## src/verilog/cpsc_consts.svh

```systemverilog
// Constants for the clock, power and system control block
//
// Contract
// - Two-bit select picks crystal (0), RC (1) or low-frequency clock (2/3).
// - Read-only flags at bits 7,6,5 report crystal, RC, low-frequency.
// - Crystal-off bit stops crystal at once and keeps it off over wakeup.
// - Bit 3 disables crystal spike filter; resets to zero.
// - Bits 11:8 keep retention RAM banks, one bit per bank.
// - Force boost (bit 7) or buck (bit 6) at wakeup; boost wins.
// - Once a force bit is written, both force bits are locked.
// - Bits 5:4 set bus clock division during memory mirroring.
// - Bit 2 powers down radio logic, bit 1 peripherals; both reset one.
// - Bit 0 requests full hardware reset after wakeup.
// - Writing one to bit 15 resets all but system control register.
// - Power sequencer times out after 2 ms unless bit 9 set.
// - Bit 7 enables debug port; clear frees debug pins as GPIO.
// - Bit 6 drives reset request to one-time memory controller.
// - Bit 5 zero holds pad controls, one makes latch transparent.
// - Bit 4 copies one-time memory to system RAM after wake.
// - Bit 3 selects low-frequency source: RC zero, crystal one.
// - Development mode keeps system domain on and skips copy on wake.
// - Two-bit field maps ROM, one-time memory, system RAM, retention RAM.
// - Crystal-settled flag rises only after more than 2 ms settling.
// - Trim-applied flag reads one when trim equals programmed value; here it reads one only while the crystal is enabled.
`ifndef CPSC_CONSTS_SVH
`define CPSC_CONSTS_SVH
`define CPSC_OFS_CLK 32'h5000000a
`define CPSC_OFS_PMU 32'h50000010
`define CPSC_OFS_SYS 32'h50000012
`define CPSC_CLK_MASK 16'h00ef
`define CPSC_PMU_MASK 16'h0ff7
`define CPSC_SYS_MASK 16'h02ff
`define CPSC_CLK_RST 16'h0000
`define CPSC_PMU_RST 16'h0006
`define CPSC_SYS_RST 16'h0020
`define CPSC_CLK_XTAL_BIT 7
`define CPSC_CLK_RC_BIT 6
`define CPSC_CLK_LF_BIT 5
`define CPSC_CLK_SPIKE_BIT 3
`define CPSC_CLK_OFF_BIT 2
`define CPSC_PMU_BOOST_BIT 7
`define CPSC_PMU_BUCK_BIT 6
`define CPSC_PMU_RADIO_BIT 2
`define CPSC_PMU_PERIPH_BIT 1
`define CPSC_PMU_RSTWAKE_BIT 0
`define CPSC_SYS_SWRST_BIT 15
`define CPSC_SYS_TODIS_BIT 9
`define CPSC_SYS_DBG_BIT 7
`define CPSC_SYS_OTPRST_BIT 6
`define CPSC_SYS_PAD_BIT 5
`define CPSC_SYS_COPY_BIT 4
`define CPSC_SYS_LFSRC_BIT 3
`define CPSC_SYS_DEV_BIT 2
`define CPSC_CLK_PERIOD_NS 8
`define CPSC_SETTLE_NS 2000000
`define CPSC_TIMEOUT_NS 2000000
`endif

```

## src/verilog/cpsc_pkg.sv

```systemverilog
// Types for the clock, power and system control block
package cpsc_pkg;
   typedef enum logic [1:0] {CPSC_SRC_XTAL, CPSC_SRC_RC, CPSC_SRC_LF} cpsc_src_t;
   typedef enum logic [1:0] {CPSC_MAP_ROM, CPSC_MAP_OTP, CPSC_MAP_SYSTEM_RAM,
      CPSC_MAP_RETENTION_RAM} cpsc_map_t;
   typedef enum logic {CPSC_AWAKE, CPSC_ASLEEP} cpsc_pwr_t;
endpackage

```

## src/verilog/cpsc_ctrl.sv

```systemverilog
// Clock source, power management and system control registers
`timescale 1ns/1ps
`include "cpsc_consts.svh"
module cpsc_ctrl #(
   parameter int unsigned SETTLE_CYC =
      `CPSC_SETTLE_NS / `CPSC_CLK_PERIOD_NS + 1,
   parameter int unsigned TIMEOUT_CYC =
      `CPSC_TIMEOUT_NS / `CPSC_CLK_PERIOD_NS
) (
   input wire logic clk_sys,
   input wire logic nrst,
   input wire logic [31:0] addr,
   input wire logic [15:0] wdata,
   input wire logic wr_stb,
   input wire logic rd_stb,
   output logic [15:0] rdata,
   input wire logic sleep_pin,
   input wire logic trim_match_pin,
   input wire logic pwr_busy_pin,
   output logic hf_crystal_en,
   output logic hf_spike_filter_off,
   output logic hf_crystal_settled,
   output logic hf_trim_applied,
   output cpsc_pkg::cpsc_src_t sys_clk_src,
   output logic [3:0] keep_ram_banks,
   output logic dcdc_boost,
   output logic dcdc_buck,
   output logic [1:0] mirror_clk_div,
   output logic radio_powerdown,
   output logic peripheral_powerdown,
   output logic wake_hw_reset,
   output logic software_device_reset,
   output logic pwr_seq_timeout,
   output logic debug_enable,
   output logic debug_pins_gpio,
   output logic one_time_memory_ctrl_reset_request,
   output logic pad_latch_transparent,
   output logic otp_copy_start,
   output logic low_freq_source_select,
   output logic system_power_domain_gate,
   output cpsc_pkg::cpsc_map_t boot_address_map_select
);
   import cpsc_pkg::*;

   // ********************************************
   // Helpers
   // ********************************************
   // Saturating count up while run holds, clear otherwise
   function automatic logic [17:0] count_step(input logic [17:0] c,
      input logic run, input logic [17:0] lim);
      if (!run)
         count_step = 18'h00000;
      else if (c < lim)
         count_step = c + 18'h00001;
      else
         count_step = c;
   endfunction

   localparam logic [17:0] SETTLE_LIM = SETTLE_CYC[17:0];
   localparam logic [17:0] TIMEOUT_LIM = TIMEOUT_CYC[17:0];

   // ********************************************
   // Pin synchronisers
   // ********************************************
   logic [2:0] meta_reg;
   logic [2:0] sync_reg;
   logic sleep_d_reg;
   always_ff @(posedge clk_sys)
   begin
      if (!nrst)
      begin
         meta_reg <= 3'h0;
         sync_reg <= 3'h0;
         sleep_d_reg <= 1'b0;
      end
      else
      begin
         meta_reg <= {sleep_pin, trim_match_pin, pwr_busy_pin};
         sync_reg <= meta_reg;
         sleep_d_reg <= sync_reg[2];
      end
   end
   wire sleep_s = sync_reg[2];
   wire trim_s = sync_reg[1];
   wire busy_s = sync_reg[0];
   wire wake_evt = sleep_d_reg & ~sleep_s;

   // ********************************************
   // Register decode
   // ********************************************
   logic [15:0] clk_reg;
   logic [15:0] pmu_reg;
   logic [15:0] sys_reg;
   logic lock_reg;
   logic swrst_reg;
   wire blk_rst = ~nrst | swrst_reg;
   wire wr_clk = wr_stb & (addr == `CPSC_OFS_CLK);
   wire wr_pmu = wr_stb & (addr == `CPSC_OFS_PMU);
   wire wr_sys = wr_stb & (addr == `CPSC_OFS_SYS);
   wire [15:0] force_mask = 16'h00c0;
   wire [15:0] pmu_wmask = lock_reg ? (`CPSC_PMU_MASK & ~force_mask)
      : `CPSC_PMU_MASK;
   wire [15:0] clk_next = (wdata & `CPSC_CLK_MASK & 16'h000f);
   wire [15:0] pmu_next = (pmu_reg & ~pmu_wmask) | (wdata & pmu_wmask);
   wire [15:0] sys_next = wdata & `CPSC_SYS_MASK;

   // ********************************************
   // Registers
   // ********************************************
   // software reset spares system control register
   always_ff @(posedge clk_sys)
   begin
      if (!nrst)
         sys_reg <= `CPSC_SYS_RST;
      else if (wr_sys)
         sys_reg <= sys_next;
   end

   always_ff @(posedge clk_sys)
   begin
      if (!nrst)
         swrst_reg <= 1'b0;
      else
         swrst_reg <= wr_sys & wdata[`CPSC_SYS_SWRST_BIT];
   end

   always_ff @(posedge clk_sys)
   begin
      if (blk_rst)
         clk_reg <= `CPSC_CLK_RST;
      else if (wr_clk)
         clk_reg <= clk_next;
   end

   // lock after any write carrying a force bit
   always_ff @(posedge clk_sys)
   begin
      if (blk_rst)
      begin
         pmu_reg <= `CPSC_PMU_RST;
         lock_reg <= 1'b0;
      end
      else if (wr_pmu)
      begin
         pmu_reg <= pmu_next;
         lock_reg <= lock_reg | (|(wdata & force_mask));
      end
   end

   // ********************************************
   // Clock source tracking
   // ********************************************
   // crystal off at once and held over wakeup
   assign hf_crystal_en = ~clk_reg[`CPSC_CLK_OFF_BIT];
   assign hf_spike_filter_off = clk_reg[`CPSC_CLK_SPIKE_BIT];

   logic [17:0] settle_reg;
   // settled after more than 2 ms of crystal running
   always_ff @(posedge clk_sys)
   begin
      if (blk_rst)
         settle_reg <= 18'h00000;
      else
         settle_reg <= count_step(settle_reg, hf_crystal_en, SETTLE_LIM);
   end
   assign hf_crystal_settled = (settle_reg == SETTLE_LIM);
   // trim comparison arrives from the trim logic
   assign hf_trim_applied = trim_s & hf_crystal_en;
   wire xtal_ok = hf_crystal_settled | hf_trim_applied;

   // source follows select; crystal only once usable
   wire [1:0] sel = clk_reg[1:0];
   cpsc_src_t src_reg;
   cpsc_src_t src_next;
   always_comb
   begin
      src_next = src_reg;
      case (sel)
         2'h0:
            if (xtal_ok)
               src_next = CPSC_SRC_XTAL;
         2'h1:
            src_next = CPSC_SRC_RC;
         default:
            src_next = CPSC_SRC_LF;
      endcase
   end
   always_ff @(posedge clk_sys)
   begin
      if (blk_rst)
         src_reg <= CPSC_SRC_XTAL;
      else
         src_reg <= src_next;
   end
   assign sys_clk_src = src_reg;
   wire [2:0] run_flags = {src_reg == CPSC_SRC_XTAL, src_reg == CPSC_SRC_RC,
      src_reg == CPSC_SRC_LF};

   // ********************************************
   // Power management
   // ********************************************
   // retention bank keep bits
   assign keep_ram_banks = pmu_reg[11:8];
   assign mirror_clk_div = pmu_reg[5:4];
   assign radio_powerdown = pmu_reg[`CPSC_PMU_RADIO_BIT];
   assign peripheral_powerdown = pmu_reg[`CPSC_PMU_PERIPH_BIT];

   cpsc_pwr_t pwr_reg;
   logic boost_reg;
   logic buck_reg;
   logic wake_rst_reg;
   logic copy_reg;
   wire boost_req = pmu_reg[`CPSC_PMU_BOOST_BIT];
   wire buck_req = pmu_reg[`CPSC_PMU_BUCK_BIT];
   wire dev_mode = sys_reg[`CPSC_SYS_DEV_BIT];
   always_ff @(posedge clk_sys)
   begin
      if (blk_rst)
         pwr_reg <= CPSC_AWAKE;
      else
         case (pwr_reg)
            CPSC_AWAKE:
               if (sleep_s)
                  pwr_reg <= CPSC_ASLEEP;
            CPSC_ASLEEP:
               if (!sleep_s)
                  pwr_reg <= CPSC_AWAKE;
            default:
               pwr_reg <= CPSC_AWAKE;
         endcase
   end

   // boost wins over buck, applied at wakeup
   always_ff @(posedge clk_sys)
   begin
      if (blk_rst)
      begin
         boost_reg <= 1'b0;
         buck_reg <= 1'b0;
      end
      else if (wake_evt)
      begin
         boost_reg <= boost_req;
         buck_reg <= buck_req & ~boost_req;
      end
   end
   assign dcdc_boost = boost_reg;
   assign dcdc_buck = buck_reg;

   always_ff @(posedge clk_sys)
   begin
      if (blk_rst)
      begin
         wake_rst_reg <= 1'b0;
         copy_reg <= 1'b0;
      end
      else
      begin
         wake_rst_reg <= wake_evt & pmu_reg[`CPSC_PMU_RSTWAKE_BIT];
         // copy on wake; skipped in development mode
         copy_reg <= wake_evt & sys_reg[`CPSC_SYS_COPY_BIT] & ~dev_mode;
      end
   end
   assign wake_hw_reset = wake_rst_reg;
   assign otp_copy_start = copy_reg;
   // system domain never gated in development mode
   assign system_power_domain_gate = (pwr_reg == CPSC_ASLEEP) & ~dev_mode;

   // ********************************************
   // Power sequencer timeout
   // ********************************************
   logic [17:0] to_cnt_reg;
   logic to_reg;
   wire to_dis = sys_reg[`CPSC_SYS_TODIS_BIT];
   // give up waiting after 2 ms unless disabled
   always_ff @(posedge clk_sys)
   begin
      if (blk_rst)
      begin
         to_cnt_reg <= 18'h00000;
         to_reg <= 1'b0;
      end
      else
      begin
         to_cnt_reg <= count_step(to_cnt_reg, busy_s & ~to_dis, TIMEOUT_LIM);
         to_reg <= (to_cnt_reg == TIMEOUT_LIM - 18'h00001) & busy_s & ~to_dis;
      end
   end
   assign pwr_seq_timeout = to_reg;

   // ********************************************
   // System control outputs
   // ********************************************
   assign software_device_reset = swrst_reg;
   assign debug_enable = sys_reg[`CPSC_SYS_DBG_BIT];
   assign debug_pins_gpio = ~sys_reg[`CPSC_SYS_DBG_BIT];
   assign one_time_memory_ctrl_reset_request = sys_reg[`CPSC_SYS_OTPRST_BIT];
   assign pad_latch_transparent = sys_reg[`CPSC_SYS_PAD_BIT];
   assign low_freq_source_select = sys_reg[`CPSC_SYS_LFSRC_BIT];
   assign boot_address_map_select = cpsc_map_t'(sys_reg[1:0]);

   // ********************************************
   // Read port
   // ********************************************
   // Write-only reset bit never reads back
   wire [15:0] clk_view = {8'h00, run_flags, 1'b0, clk_reg[3:0]};
   wire [15:0] rd_mux = (addr == `CPSC_OFS_CLK) ? clk_view :
      (addr == `CPSC_OFS_PMU) ? pmu_reg :
      (addr == `CPSC_OFS_SYS) ? sys_reg : 16'h0000;
   logic [15:0] rdata_reg;
   always_ff @(posedge clk_sys)
   begin
      if (!nrst)
         rdata_reg <= 16'h0000;
      else if (rd_stb)
         rdata_reg <= rd_mux;
      else
         rdata_reg <= 16'h0000;
   end
   assign rdata = rdata_reg;
endmodule

```

## config.mk

```make
export PLATFORM = sky130hd
export DESIGN_NAME = cpsc_ctrl
export DESIGN_NICKNAME = d
export VERILOG_FILES = /design/src/verilog/cpsc_pkg.sv /design/src/verilog/cpsc_ctrl.sv
export VERILOG_INCLUDE_DIRS = /design/src /design/src/verilog
export SDC_FILE = /design/constraint.sdc
export NUM_CORES = 1
export LEC_CHECK = 0
export ABC_AREA = 1
export BUFFER_PORTS_ARGS = -buffer_cell sky130_fd_sc_hd__buf_2
export CAP_MARGIN = 20
export CORE_ASPECT_RATIO = 1.2
export CORE_MARGIN = 8
export CORE_UTILIZATION = 50
export CTS_CLUSTER_SIZE = 28
export DETAILED_ROUTE_END_ITERATION = 6
export GPL_ROUTABILITY_DRIVEN = 0
export GPL_TIMING_DRIVEN = 1
export PLACE_DENSITY = 0.89
export SYNTH_ARGS = -nofsm -noshare
export SYNTH_HDL_FRONTEND = slang
export SYNTH_SLANG_ARGS = --single-unit
export TNS_END_PERCENT = 1
```

## constraint.sdc

```tcl
create_clock -name clk_sys -period 1.35 [get_ports clk_sys]
set_input_delay 0.135 -clock clk_sys [delete_from_list [all_inputs] [get_ports clk_sys]]
set_output_delay 0.135 -clock clk_sys [all_outputs]
set_load 0.05 [all_outputs]
```

; ---- Word-level counts from Yosys, hierarchy flattened
; Index checks and enable logic that the tools add are counted.
; W data, S select, Z words.
[op_classes]
bitwise = 30
n_lt_le_gt_ge = 2
reduce_logical = 7
n_eq_ne = 9
addsub = 2
mux = 7
[ops]
columns = operator, count
row1 = $eq A32 B31 Y1 const B, 3
row2 = $add A18 B1 Y18 const B, 2
row3 = $eq A18 B18 Y1 const B, 2
row4 = $lt A18 B18 Y1 const B, 2
row5 = $and A16 B12 Y16, 1
row6 = $and A16 B16 Y16, 1
row7 = $mux W16, 1
row8 = $mux W8, 2
row9 = $not A12 Y16, 1
row10 = $or A16 B16 Y16, 1
row11 = $and A1 B1 Y1, 14
row12 = $mux W10, 1
row13 = $not A1 Y1, 9
row14 = $reduce_or A2 Y1, 3
row15 = $eq A2 B1 Y1 const B, 2
row16 = $logic_not A2 Y1, 2
row17 = $pmux W2 S2, 1
row18 = $or A1 B1 Y1, 3
row19 = $reduce_or A3 Y1, 1
row20 = $eq A2 B2 Y1 const B, 1
row21 = $mux W2, 1
row22 = $ne A2 B2 Y1 const B, 1
row23 = $reduce_and A2 Y1, 1
row24 = $mux W1, 1
[totals]
ff_bits = 98
input_bits = 55
elab_cells = 76
out_inout_bits = 44

; ---- Depth between registers and ports, before layout
; Gate-level depths: netlist (run 1).
[logic_depth]
depth_word = 5
ltp_mapped = 11
mapped_depth_nobuf = 11

; ---- Worst setup path after synthesis (run 1)
; OpenSTA, ideal clock, no wires.
[synth_timing]
kind = flip-flop to flip-flop
start = register settle_reg[10]
end = register src_reg[1], in the netlist sys_clk_src[1]
t_required_ns = 1.231
n_path_buf = 0
stages_incl_launch_ff = 8
arrival_time_ns = 1.731
period_less_slack_ns = 1.850
setup_ns = 0.119
path_slack_ns = -0.500
cell_sequence = dfxtp_1 > nor2_1 > nand3_1 > nor2_4 > inv_1 > nor2_1 > nand3b_1 > a21oi_1
[synth_between]
elab_chain_cells = 3
[synth_rtl]
columns = element, line
row1 = from (decl), cpsc_ctrl.sv:157  ; logic [17:0] settle_reg;
row2 = from (signal assigned), cpsc_ctrl.sv:164  ; settle_reg <= count_step(settle_reg, hf_crystal_en, SETTLE_LIM);
row3 = $eq A18 B18 Y1, cpsc_ctrl.sv:166  ; assign hf_crystal_settled = (settle_reg == SETTLE_LIM);
row4 = net hf_crystal_settled, cpsc_ctrl.sv:22  ; output logic hf_crystal_settled,
row5 = $or A1 B1 Y1, cpsc_ctrl.sv:169  ; wire xtal_ok = hf_crystal_settled | hf_trim_applied;
row6 = $ne A2 B2 Y1 (no line), --
row7 = to (signal assigned), cpsc_ctrl.sv:193  ; src_reg <= src_next;
row8 = to (decl), cpsc_ctrl.sv:173  ; cpsc_src_t src_reg;
; The timed path passes the listed nets, and every way through them passes these cells.
; A chain may end at the register's enable or synchronous reset.

; ---- Worst setup path after layout (run 1)
[layout_timing]
start = register settle_reg[11]
end = output port hf_crystal_settled
[layout_between]
elab_chain_cells = 1
[layout_rtl]
columns = element, line
row1 = $eq A18 B18 Y1, cpsc_ctrl.sv:166
row2 = to (decl), cpsc_ctrl.sv:22
; No other way between the ends.

==> key figures, run 1 <==
Outcome
  • Status: finished with violations
  • Failing checks: negative hold slack, negative setup slack

Detailed routing
  • Via Count: 5,083
  • DRC viols: 0
  • Drt pass-1 iters: 7
  • Vias per cell: 5.14
  • WL per Instance: approximately 14 um
  • 1st-iter DRT viols: between 200 and 300
  • Post-DRT Antenna Nets: 0
  • WL final: 13,600 um

Critical path
  • Crit-path slowest cell: dfxtp_2
  • Largest stage delay, worst path: 0.34 ns
  • Startpoint types: register
  • Crit path kind: reg2out
  • Crit path max fanout: 2
  • Critical Path AT: 1.38 ns
  • Worst path bufs/invs: 2
  • Crit path required time: 1.22 ns
  • Top Family by Delay on Critical Path: simple AND/OR/NAND/NOR gates
  • Most frequent CP cell: nor2_4
  • CP cell instances: nor2_4 -> nand3_2 -> nor2_4 -> inv_2 -> nor2_4 -> buf_8
  • CP endpoint kind: output pin

Floorplanning
  • Effective utilization at floorplan: around half
  • Die ar.: 0.0130 mm2
  • # rows: 39
  • Die Span X: roughly 110 um
  • Ports: 99
  • Chip Height: 123 um
  • Core footprint: approximately 0.0094 mm2

Finish
  • # diodes: 0
  • Layout cells sized above 1: 32.9%
  • Area grow syn2layout: 31.7%
  • Nets: 919

Global routing
  • Remaining Overflow, GRT: 0
  • Vias in the first global route: 4,907
  • First-pass GRT wire length: 22,000 um
  • Initial antenna violation count: 0
  • Largest net degree at the start of global routing: 23
  • All-layer global routing usage: 20.5%

Yosys
  • Synth top area share: 37.1%
  • Mux contribution to synthesized area: 0%
  • Syn avg cell area: 6.72 um2
  • Sequential area share after synthesis: 37.1%
  • Most common cell in the netlist: nand2_1
  • Register bit total from synthesis: about 90
  • Post-synthesis compound-gate area fraction: between 6 and 7%
  • Synth cell types: 36
  • Simple-Gate Fraction of Synth Area: 42.0%
  • Synth Area in Adders: ~1.0%
  • Leading post-synthesis cells by cell area: dfxtp_1 (37%), nand2_1 (13%), nor2_1 (11%), inv_1 (6.9%), nand3_1 (5.0%)
  • Number of flops mapped to enable cells by yosys: 0
  • Largest family of logic cells by synthesized area: simple AND/OR/NAND/NOR gates
  • Mapped cell area: 0.00480 mm2
  • Post-synth top area cell: dfxtp_1
  • Post-Synth XOR/XNOR Area: 1.64%
  • Mapped Cells: approximately 700
  • Post-synth ARST share: 0%
  • Post-synth top flop: dfxtp_1
  • Top cells by count, synth: nand2_1 (170), nor2_1 (137), dfxtp_1 (89)
  • Yosys warnings: 0

Clock network
  • Clk root buf: clkbuf_16
  • CTS tree: done
  • Worst-path clk slew: 0.06 ns
  • Clk_lat worst skew: between 0.3 and 0.4 ns
  • Max clock buf depth: 2
  • H-tree depth: 3
  • Sink Count: 89
  • CTS Buf Count: 9

Power and ir drop
  • PwrDens: 893 mW/mm2
  • P_leak: 0.00289 uW
  • Peak VDD IR: between 0.0006 and 0.0007 V
  • Pwr Total: 5650 uW

Timing
  • Slew Limit Fails: 0
  • Setup Viol. Count Final: 23
  • Period utilisation layout: 112%
  • Final Critical Period: 1.52 ns
  • Min Hold Slack: -0.00598 ns
  • Endpoints failing hold: 1
  • Worst Skew: 0.00748 ns
  • Unrepaired setup endpoints after global routing: yes
  • Worst setup margin: -0.168 ns
  • Fmax: 0.659 GHz

Placement
  • Detailed Place HPWL: 9470 um
  • Pre-CTS WS: -0.126 ns
  • Buffers on Ports: 91

Hold path
  • Hold Crit Class: in2reg

Flow run
  • Max_cap viols: 0
## stage by stage
stage / TNS [ns] / std cells / instance area (um2) / hold slack (ns) / util [%]
after global placement: -0.271 / 964 / 5730 / 0.338 / 60.9
after global routing: -4.03 / 988 / 6320 / 0.00955 / 67.2
final: -1.11 / 988 / 6320 / -0.00598 / 67.2
after floorplan: -0.453 / 718 / 4840 / 0.233 / -
after CTS: -0.735 / 987 / 6160 / 0.00326 / 65.4
after detailed placement: -1.59 / 964 / 5730 / 0.343 / 60.9
## placed cells by master (no fill, tap or decap), drive strengths merged
cell         count
o211ai           1
and3             1
ha               4
inv             94
xor2             4
nand3b           5
nor4             1
a211oi           1
bufinv           2
a21oi           30
nor3            12
clkbuf          11
buf            157
or2              1
dfxtp           89
nand2          176
nand4           24
clkinv           2
nor3b            1
dlygate4sd3      1
o21ai           27
nand3           57
xnor2            5
conb             4
clkinvlp         2
nor2           153
## power breakdown
part           total (uW)  internal (uW)  switching (uW)  leakage, uW
combinational         346            139             207      0.00201
clock                2640           1620            1020     0.000146
sequential           2660           2640            13.5     0.000728
## final cells by class
cell class | count | area [um2]
Fill cell | 719 | 3090
Multi-Input combinational cell | 507 | 2650
Sequential cell | 89 | 1810
Timing Repair Buffer | 158 | 1040
Inverter | 95 | 362
Clock buffer | 11 | 233
Tap cell | 123 | 154
Clock inverter | 5 | 80.1
## worst paths after layout
kind	from	endpoint	slack [ns]	depth (start not counted)
max reg2reg	settle_reg[11]	settle_reg[13]	-0.11	10
min reg2reg	meta_reg[2]	sync_reg[2]	0.41	2
max	settle_reg[11]	hf_crystal_settled	-0.17	6
min	pwr_busy_pin	meta_reg[0]	-0.006	3
## worst reg2reg max path: cells and delay by family, from the launching register on
| kind | cells | cell delay (ns) |
|---|---|---|
| DFF | 1 | 0.34 |
| buffers and inverters | 3 | 0.36 |
| and+or+nand+nor | 7 | 0.65 |
## layer usage
metal	vias to the layer above	wire length (um)	track usage, %
li1	2524	-	-
met1	2329	5290	22.0
met2	194	7010	37.8
met3	36	902	4.80
met4	0	377	8.58
met5	-	0	0
## cell families (layout without fill, tap and decap cells)
family	count (synthesis)	in the layout
xor+xnor	9	9
compound gates	59	59
buf+inv	122	269
simple gates	431	431
flops	89	89
fa+ha+maj	4	4
other cells	1	4
## repair_timing
action / CTS / global route
gates resized for setup: 27 / 52
hold buffers: 1 / 0
setup buffers: 6 / 1
pin swaps: 8 / 16
setup endpoints to repair: 29 / 38
hold endpoints to repair: 1 / 0
Note: power is estimated with default switching activity, not from simulation.
==> run 2: changes to the inputs <==
==> constraint.sdc (replaced) <==
create_clock -name clk_sys -period 1.35 [get_ports clk_sys]
set_input_delay 0.0675 -clock clk_sys [delete_from_list [all_inputs] [get_ports clk_sys]]
set_output_delay 0.0675 -clock clk_sys [all_outputs]
set_load 0.05 [all_outputs]
==> run 2 against run 1 <==
The flow still finishes with violations (negative hold slack, negative setup slack). Critical path depth stayed put. Hold slack improved by 0.0053 ns. Wire length grew 6.7%. First-iteration DRC count fell by 8.7%. Setup slack gained 0.053 ns. Sequential power about the same. Cell count grew 0.91%. Clock-buffer cell count increased by 1. Clock skew up 0.0023 ns. Critical endpoint unchanged.
==> key figures, run 2 (synthesis results as in run 1) <==
Floorplanning
  • Die ar.: around 0.013 mm2
  • Ports: 99
  • Die Span X: 105 um
  • # rows: 39
  • Effective utilization at floorplan: 51.0%
  • Core footprint: 0.00942 mm2
  • Chip Height: about 120 um

Detailed routing
  • 1st-iter DRT viols: 273
  • Vias per cell: roughly 5.3
  • Via Count: 5,292
  • Post-DRT Antenna Nets: 0
  • DRC viols: 0
  • WL per Instance: 14.5 um
  • Drt pass-1 iters: 5
  • WL final: 14,500 um

Power and ir drop
  • Clock share of power: roughly 45%
  • Peak VDD IR: approximately 0.00081 V
  • PwrDens: 855 mW/mm2
  • P_leak: roughly 0.0029 uW
  • Switching Share: 23.2%
  • Sequential power share: 48.6%
  • Combinational group share of total power: 6.5%
  • Internal power: 4200 uW
  • Sw power: around 1300 uW
  • Pwr Total: around 5500 uW

Global routing
  • Remaining Overflow, GRT: 0
  • Vias in the first global route: 5,060
  • Initial antenna violation count: 0
  • All-layer global routing usage: 21.4%
  • Largest net degree at the start of global routing: 17
  • First-pass GRT wire length: 23,100 um

Timing
  • Endpoints failing hold: 1
  • Fmax: 0.683 GHz
  • Period utilisation layout: 109%
  • Final Critical Period: 1.47 ns
  • Setup Viol. Count Final: 24
  • Slew Limit Fails: 0
  • Worst Skew: 0.00978 ns
  • Unrepaired setup endpoints after global routing: yes
  • Min Hold Slack: -0.000692 ns
  • Worst setup margin: -0.115 ns

Clock network
  • CTS tree: done
  • Clk_lat worst skew: 0.33 ns
  • Worst-path clk slew: around 0.07 ns
  • Clk root buf: clkbuf_16
  • H-tree depth: 3
  • CTS Buf Count: 9
  • Sink Count: 89
  • Max clock buf depth: 2

Hold path
  • Hold Crit Class: in2reg
  • Worst min-delay path startpoint: wdata[8]

Critical path
  • Crit path kind: reg2out
  • Reg2reg start: to_cnt_reg[10]
  • Crit path required time: 1.28 ns
  • Startpoint types: register
  • Crit. Startpoint: settle_reg[9]
  • CP endpoint kind: output pin
  • Crit path max fanout: 3
  • Critical Path AT: ~1.4 ns

Finish
  • Non-Filler Instances: 997
  • Layout cells sized above 1: 33.1%
  • # diodes: 0
  • Nets: between 900 and 1,000
  • Area grow syn2layout: 33.2%
  • Most frequent cells in the layout: nand2_1 (161), nor2_1 (122), buf_2 (90), inv_1 (81), dfxtp_1 (67)
  • Final core occ: 67.9%
  • Commonest non-fill, non-tap cell in the layout: nand2_1

Outcome
  • Failing checks: negative hold slack, negative setup slack
  • Status: finished with violations

Placement
  • Detailed Place HPWL: 9470 um
  • Buffers on Ports: 91
  • Pre-CTS WS: -0.111 ns
  • Placed instance count: 960

Flow run
  • Max_cap viols: 0
==> run 2: final timing paths <==
check	end	slack [ns]	cells past startpoint
worst min-delay path	pmu_reg[8]	-0.0007	3
worst max register to register	to_cnt_reg[14]	-0.09	6
worst min register to register	sync_reg[0]	0.41	2
worst max-delay path	hf_crystal_settled	-0.12	6
==> run 2: layout make-up <==
| cell class | count | area [um2] |
|---|---|---|
| Fill cell | 686 | 3020 |
| Inverter | 95 | 364 |
| Timing Repair Buffer | 166 | 1100 |
| Sequential cell | 89 | 1810 |
| Multi-Input combinational cell | 508 | 2660 |
| Clock inverter | 4 | 33.8 |
| Tap cell | 123 | 154 |
| Clock buffer | 12 | 267 |
==> run 2: layer usage <==
metal	vias up	track usage (%)	part of all wire (%)
li1	2550	-	-
met1	2448	22.0	37
met2	239	39.4	52
met3	55	6.05	7.7
met4	0	10.4	3.3
met5	-	0	0
==> run 2: what timing repair did <==
item / 4_1_cts / 5_1_grt
endpoints found under the hold margin: 8 / 0
gates cloned: 1 / 0
pin swaps: 8 / 14
hold buffers: 8 / 0
gates resized for setup: 31 / 50
endpoints found under the setup margin: 23 / 40
setup buffers: 9 / 3
==> run 2: worst max-delay path: stages (launching register included) <==
cell,delay [ns]
dfxtp_1,0.33
nor2_2,0.16
nand2_2,0.10
nor2_1,0.10
nand2_1,0.09
nor2_4,0.13
buf_8,0.15
==> run 2: stage by stage <==
step / instance area [um2] / hold slack (ns) / TNS [ns]
floorplan: 4840 / 0.165 / -0.453
global placement: 5670 / 0.251 / -0.294
detailed placement: 5670 / 0.258 / -1.01
CTS: 6220 / 0.0000571 / -0.239
global route: 6390 / 0.00870 / -3.97
finish: 6390 / -0.000692 / -0.928
==> run 2: power groups by stage <==
stage | Sequential [uW] | Combinational, uW | Clock, uW
2_1_floorplan | 2720 | 186 | 0
3_3_place_gp | 2710 | 310 | 0
3_5_place_dp | 2720 | 316 | 0
4_1_cts | 2660 | 338 | 2480
5_1_grt | 2660 | 388 | 2630
6_report | 2660 | 354 | 2460
==> run 3: changes to the inputs <==
- SKIP_CTS_REPAIR_TIMING: not set -> 1
==> run 3 against run 2 <==
The flow still finishes with violations (negative hold slack, negative setup slack). Non-clock buffer count fell by 5. First-iteration DRC count rose by 22%. Largest power group unchanged. Critical endpoint unchanged. Critical path depth rose by 1. Register-to-register slack about the same. Core utilization decreased by 0.97 points. Wire length down 2.8%. Sequential share of layout area rose by 0.35 points. Flip-flop and latch count did not move. Total power about the same.
==> key figures, run 3 (synthesis results as in run 1) <==
Outcome
  • Status: finished with violations
  • Failing checks: negative hold slack, negative setup slack

Detailed routing
  • Routed wl met3: 1190 um
  • Drt pass-1 iters: 5
  • WL final: 14,100 um
  • Top layer in use: met4
  • Vias per cell: approximately 5.3
  • Via Count: 5,245
  • Metal2 WL: about 7400 um
  • Post-DRT Antenna Nets: 0
  • Met1 WL: 5110 um
  • DRC viols: 0
  • WL per Instance: roughly 14 um
  • 1st-iter DRT viols: approximately 330

Finish
  • Layout cells sized above 1: 32.0%
  • Fill count: 699
  • Area grow syn2layout: 31.3%
  • Most frequent cells in the layout: nand2_1 (159), nor2_1 (124), buf_2 (90), inv_1 (83), dfxtp_1 (68)
  • Commonest non-fill, non-tap cell in the layout: nand2_1
  • Non-Filler Instances: approximately 990
  • Nets: around 900
  • Multi-input logic area: 0.00263 mm2
  • # diodes: 0
  • Reg area: roughly 0.0018 mm2

Power and ir drop
  • P_leak: approximately 0.0029 uW
  • Sequential power share: 48.7%
  • Peak VDD IR: 0.000782 V
  • Switching Share: 23.2%
  • Sw power: about 1300 uW
  • Pwr Total: between 5000 and 6000 uW
  • PwrDens: just under 900 mW/mm2
  • Clock share of power: 44.9%
  • Internal power: between 4000 and 5000 uW
  • Combinational group share of total power: under 10%

Timing
  • Endpoints failing hold: 1
  • Worst setup margin: -0.135 ns
  • Fmax: 0.673 GHz
  • Min Hold Slack: -0.00271 ns
  • Worst Skew: between 0.008 and 0.009 ns
  • Unrepaired setup endpoints after global routing: yes
  • Setup Viol. Count Final: 20
  • Final Critical Period: 1.49 ns
  • Slew Limit Fails: 0
  • TNS Setup: -0.862 ns
  • Period utilisation layout: 110%

Critical path
  • Top Family by Delay on Critical Path: simple AND/OR/NAND/NOR gates
  • Reg2reg start: to_cnt_reg[4]
  • CP cell instances: nand2_2 -> inv_2 -> nand2_2 -> nor2_4 -> inv_2 -> nor2_4 -> buf_8
  • Crit path required time: 1.28 ns
  • Startpoint types: register
  • Largest stage delay, worst path: 0.33 ns
  • Crit path max fanout: 4
  • Crit-path slowest cell: dfxtp_2
  • Worst path bufs/invs: 3
  • Crit path kind: reg2out
  • CP endpoint kind: output pin
  • Crit. Startpoint: settle_reg[15]
  • Critical Path AT: 1.42 ns

Clock network
  • Clk_lat worst skew: approximately 0.33 ns
  • Max clock buf depth: 2
  • H-tree depth: 3
  • CTS Buf Count: 9
  • Worst-path clk slew: 0.07 ns
  • Clk root buf: clkbuf_16
  • Sink Count: between 80 and 90
  • CTS tree: done

Floorplanning
  • Ports: 99
  • Die Span X: 105 um
  • Core footprint: 0.00942 mm2
  • Effective utilization at floorplan: 51.0%
  • Chip Height: 123 um
  • Die ar.: 0.0130 mm2
  • # rows: 39

Placement
  • Pre-CTS WS: -0.111 ns
  • Detailed Place HPWL: 9470 um
  • Buffers on Ports: 91
  • Placed instance count: 960

Global routing
  • Largest net degree at the start of global routing: 24
  • Initial antenna violation count: 0
  • All-layer global routing usage: 19.7%
  • Remaining Overflow, GRT: 0
  • Vias in the first global route: 4,742
  • First-pass GRT wire length: 21,300 um

Hold path
  • Hold Crit Class: in2reg
  • Worst min-delay path startpoint: wdata[8]

Flow run
  • Max_cap viols: 0
-- run 3: power groups by stage --
stage / clock, uW / combinational, uW / sequential, uW
floorplan: 0 / 186 / 2720
global placement: 0 / 310 / 2710
detailed placement: 0 / 316 / 2720
CTS: 2480 / 319 / 2660
global route: 2620 / 385 / 2660
finish: 2460 / 350 / 2660
-- run 3: stage by stage --
step	cell area, um2	utilization [%]
after floorplan	4840	-
after global placement	5670	60.2
after detailed placement	5670	60.2
after CTS	5970	63.3
after global routing	6300	66.9
final	6300	66.9
-- run 3: final timing paths --
| path | depth (start not counted) | endpoint | slack [ns] |
|---|---|---|---|
| min reg2reg | 2 | sync_reg[0] | 0.41 |
| max reg2reg | 9 | to_cnt_reg[5] | -0.10 |
| max | 7 | hf_crystal_settled | -0.14 |
| min | 3 | pmu_reg[8] | -0.003 |
-- run 3: metal layers --
metal | vias to the layer above | GRT usage (%)
met5 | - | 0
met4 | 0 | 8.58
met3 | 54 | 5.11
met2 | 261 | 36.6
met1 | 2390 | 20.7
li1 | 2540 | -
-- run 3: layout make-up --
type	instances	area share, %
timing repair buffer	161	16.6
clock inverter	4	0.536
multi-input combinational	508	41.8
inverter	95	5.80
sequential	89	28.7
tap	123	2.44
clock buffer	12	4.23
-- run 3: worst register-to-register path, cell delays in order (launching register included) --
cell        delay [ns]
dfxtp_2           0.33
inv_1             0.08
nand3_2           0.09
a21oi_2           0.14
nand2_1           0.08
nand2_2           0.12
clkinvlp_4        0.19
nor2_1            0.17
nor2_1            0.06
nor2_1            0.11
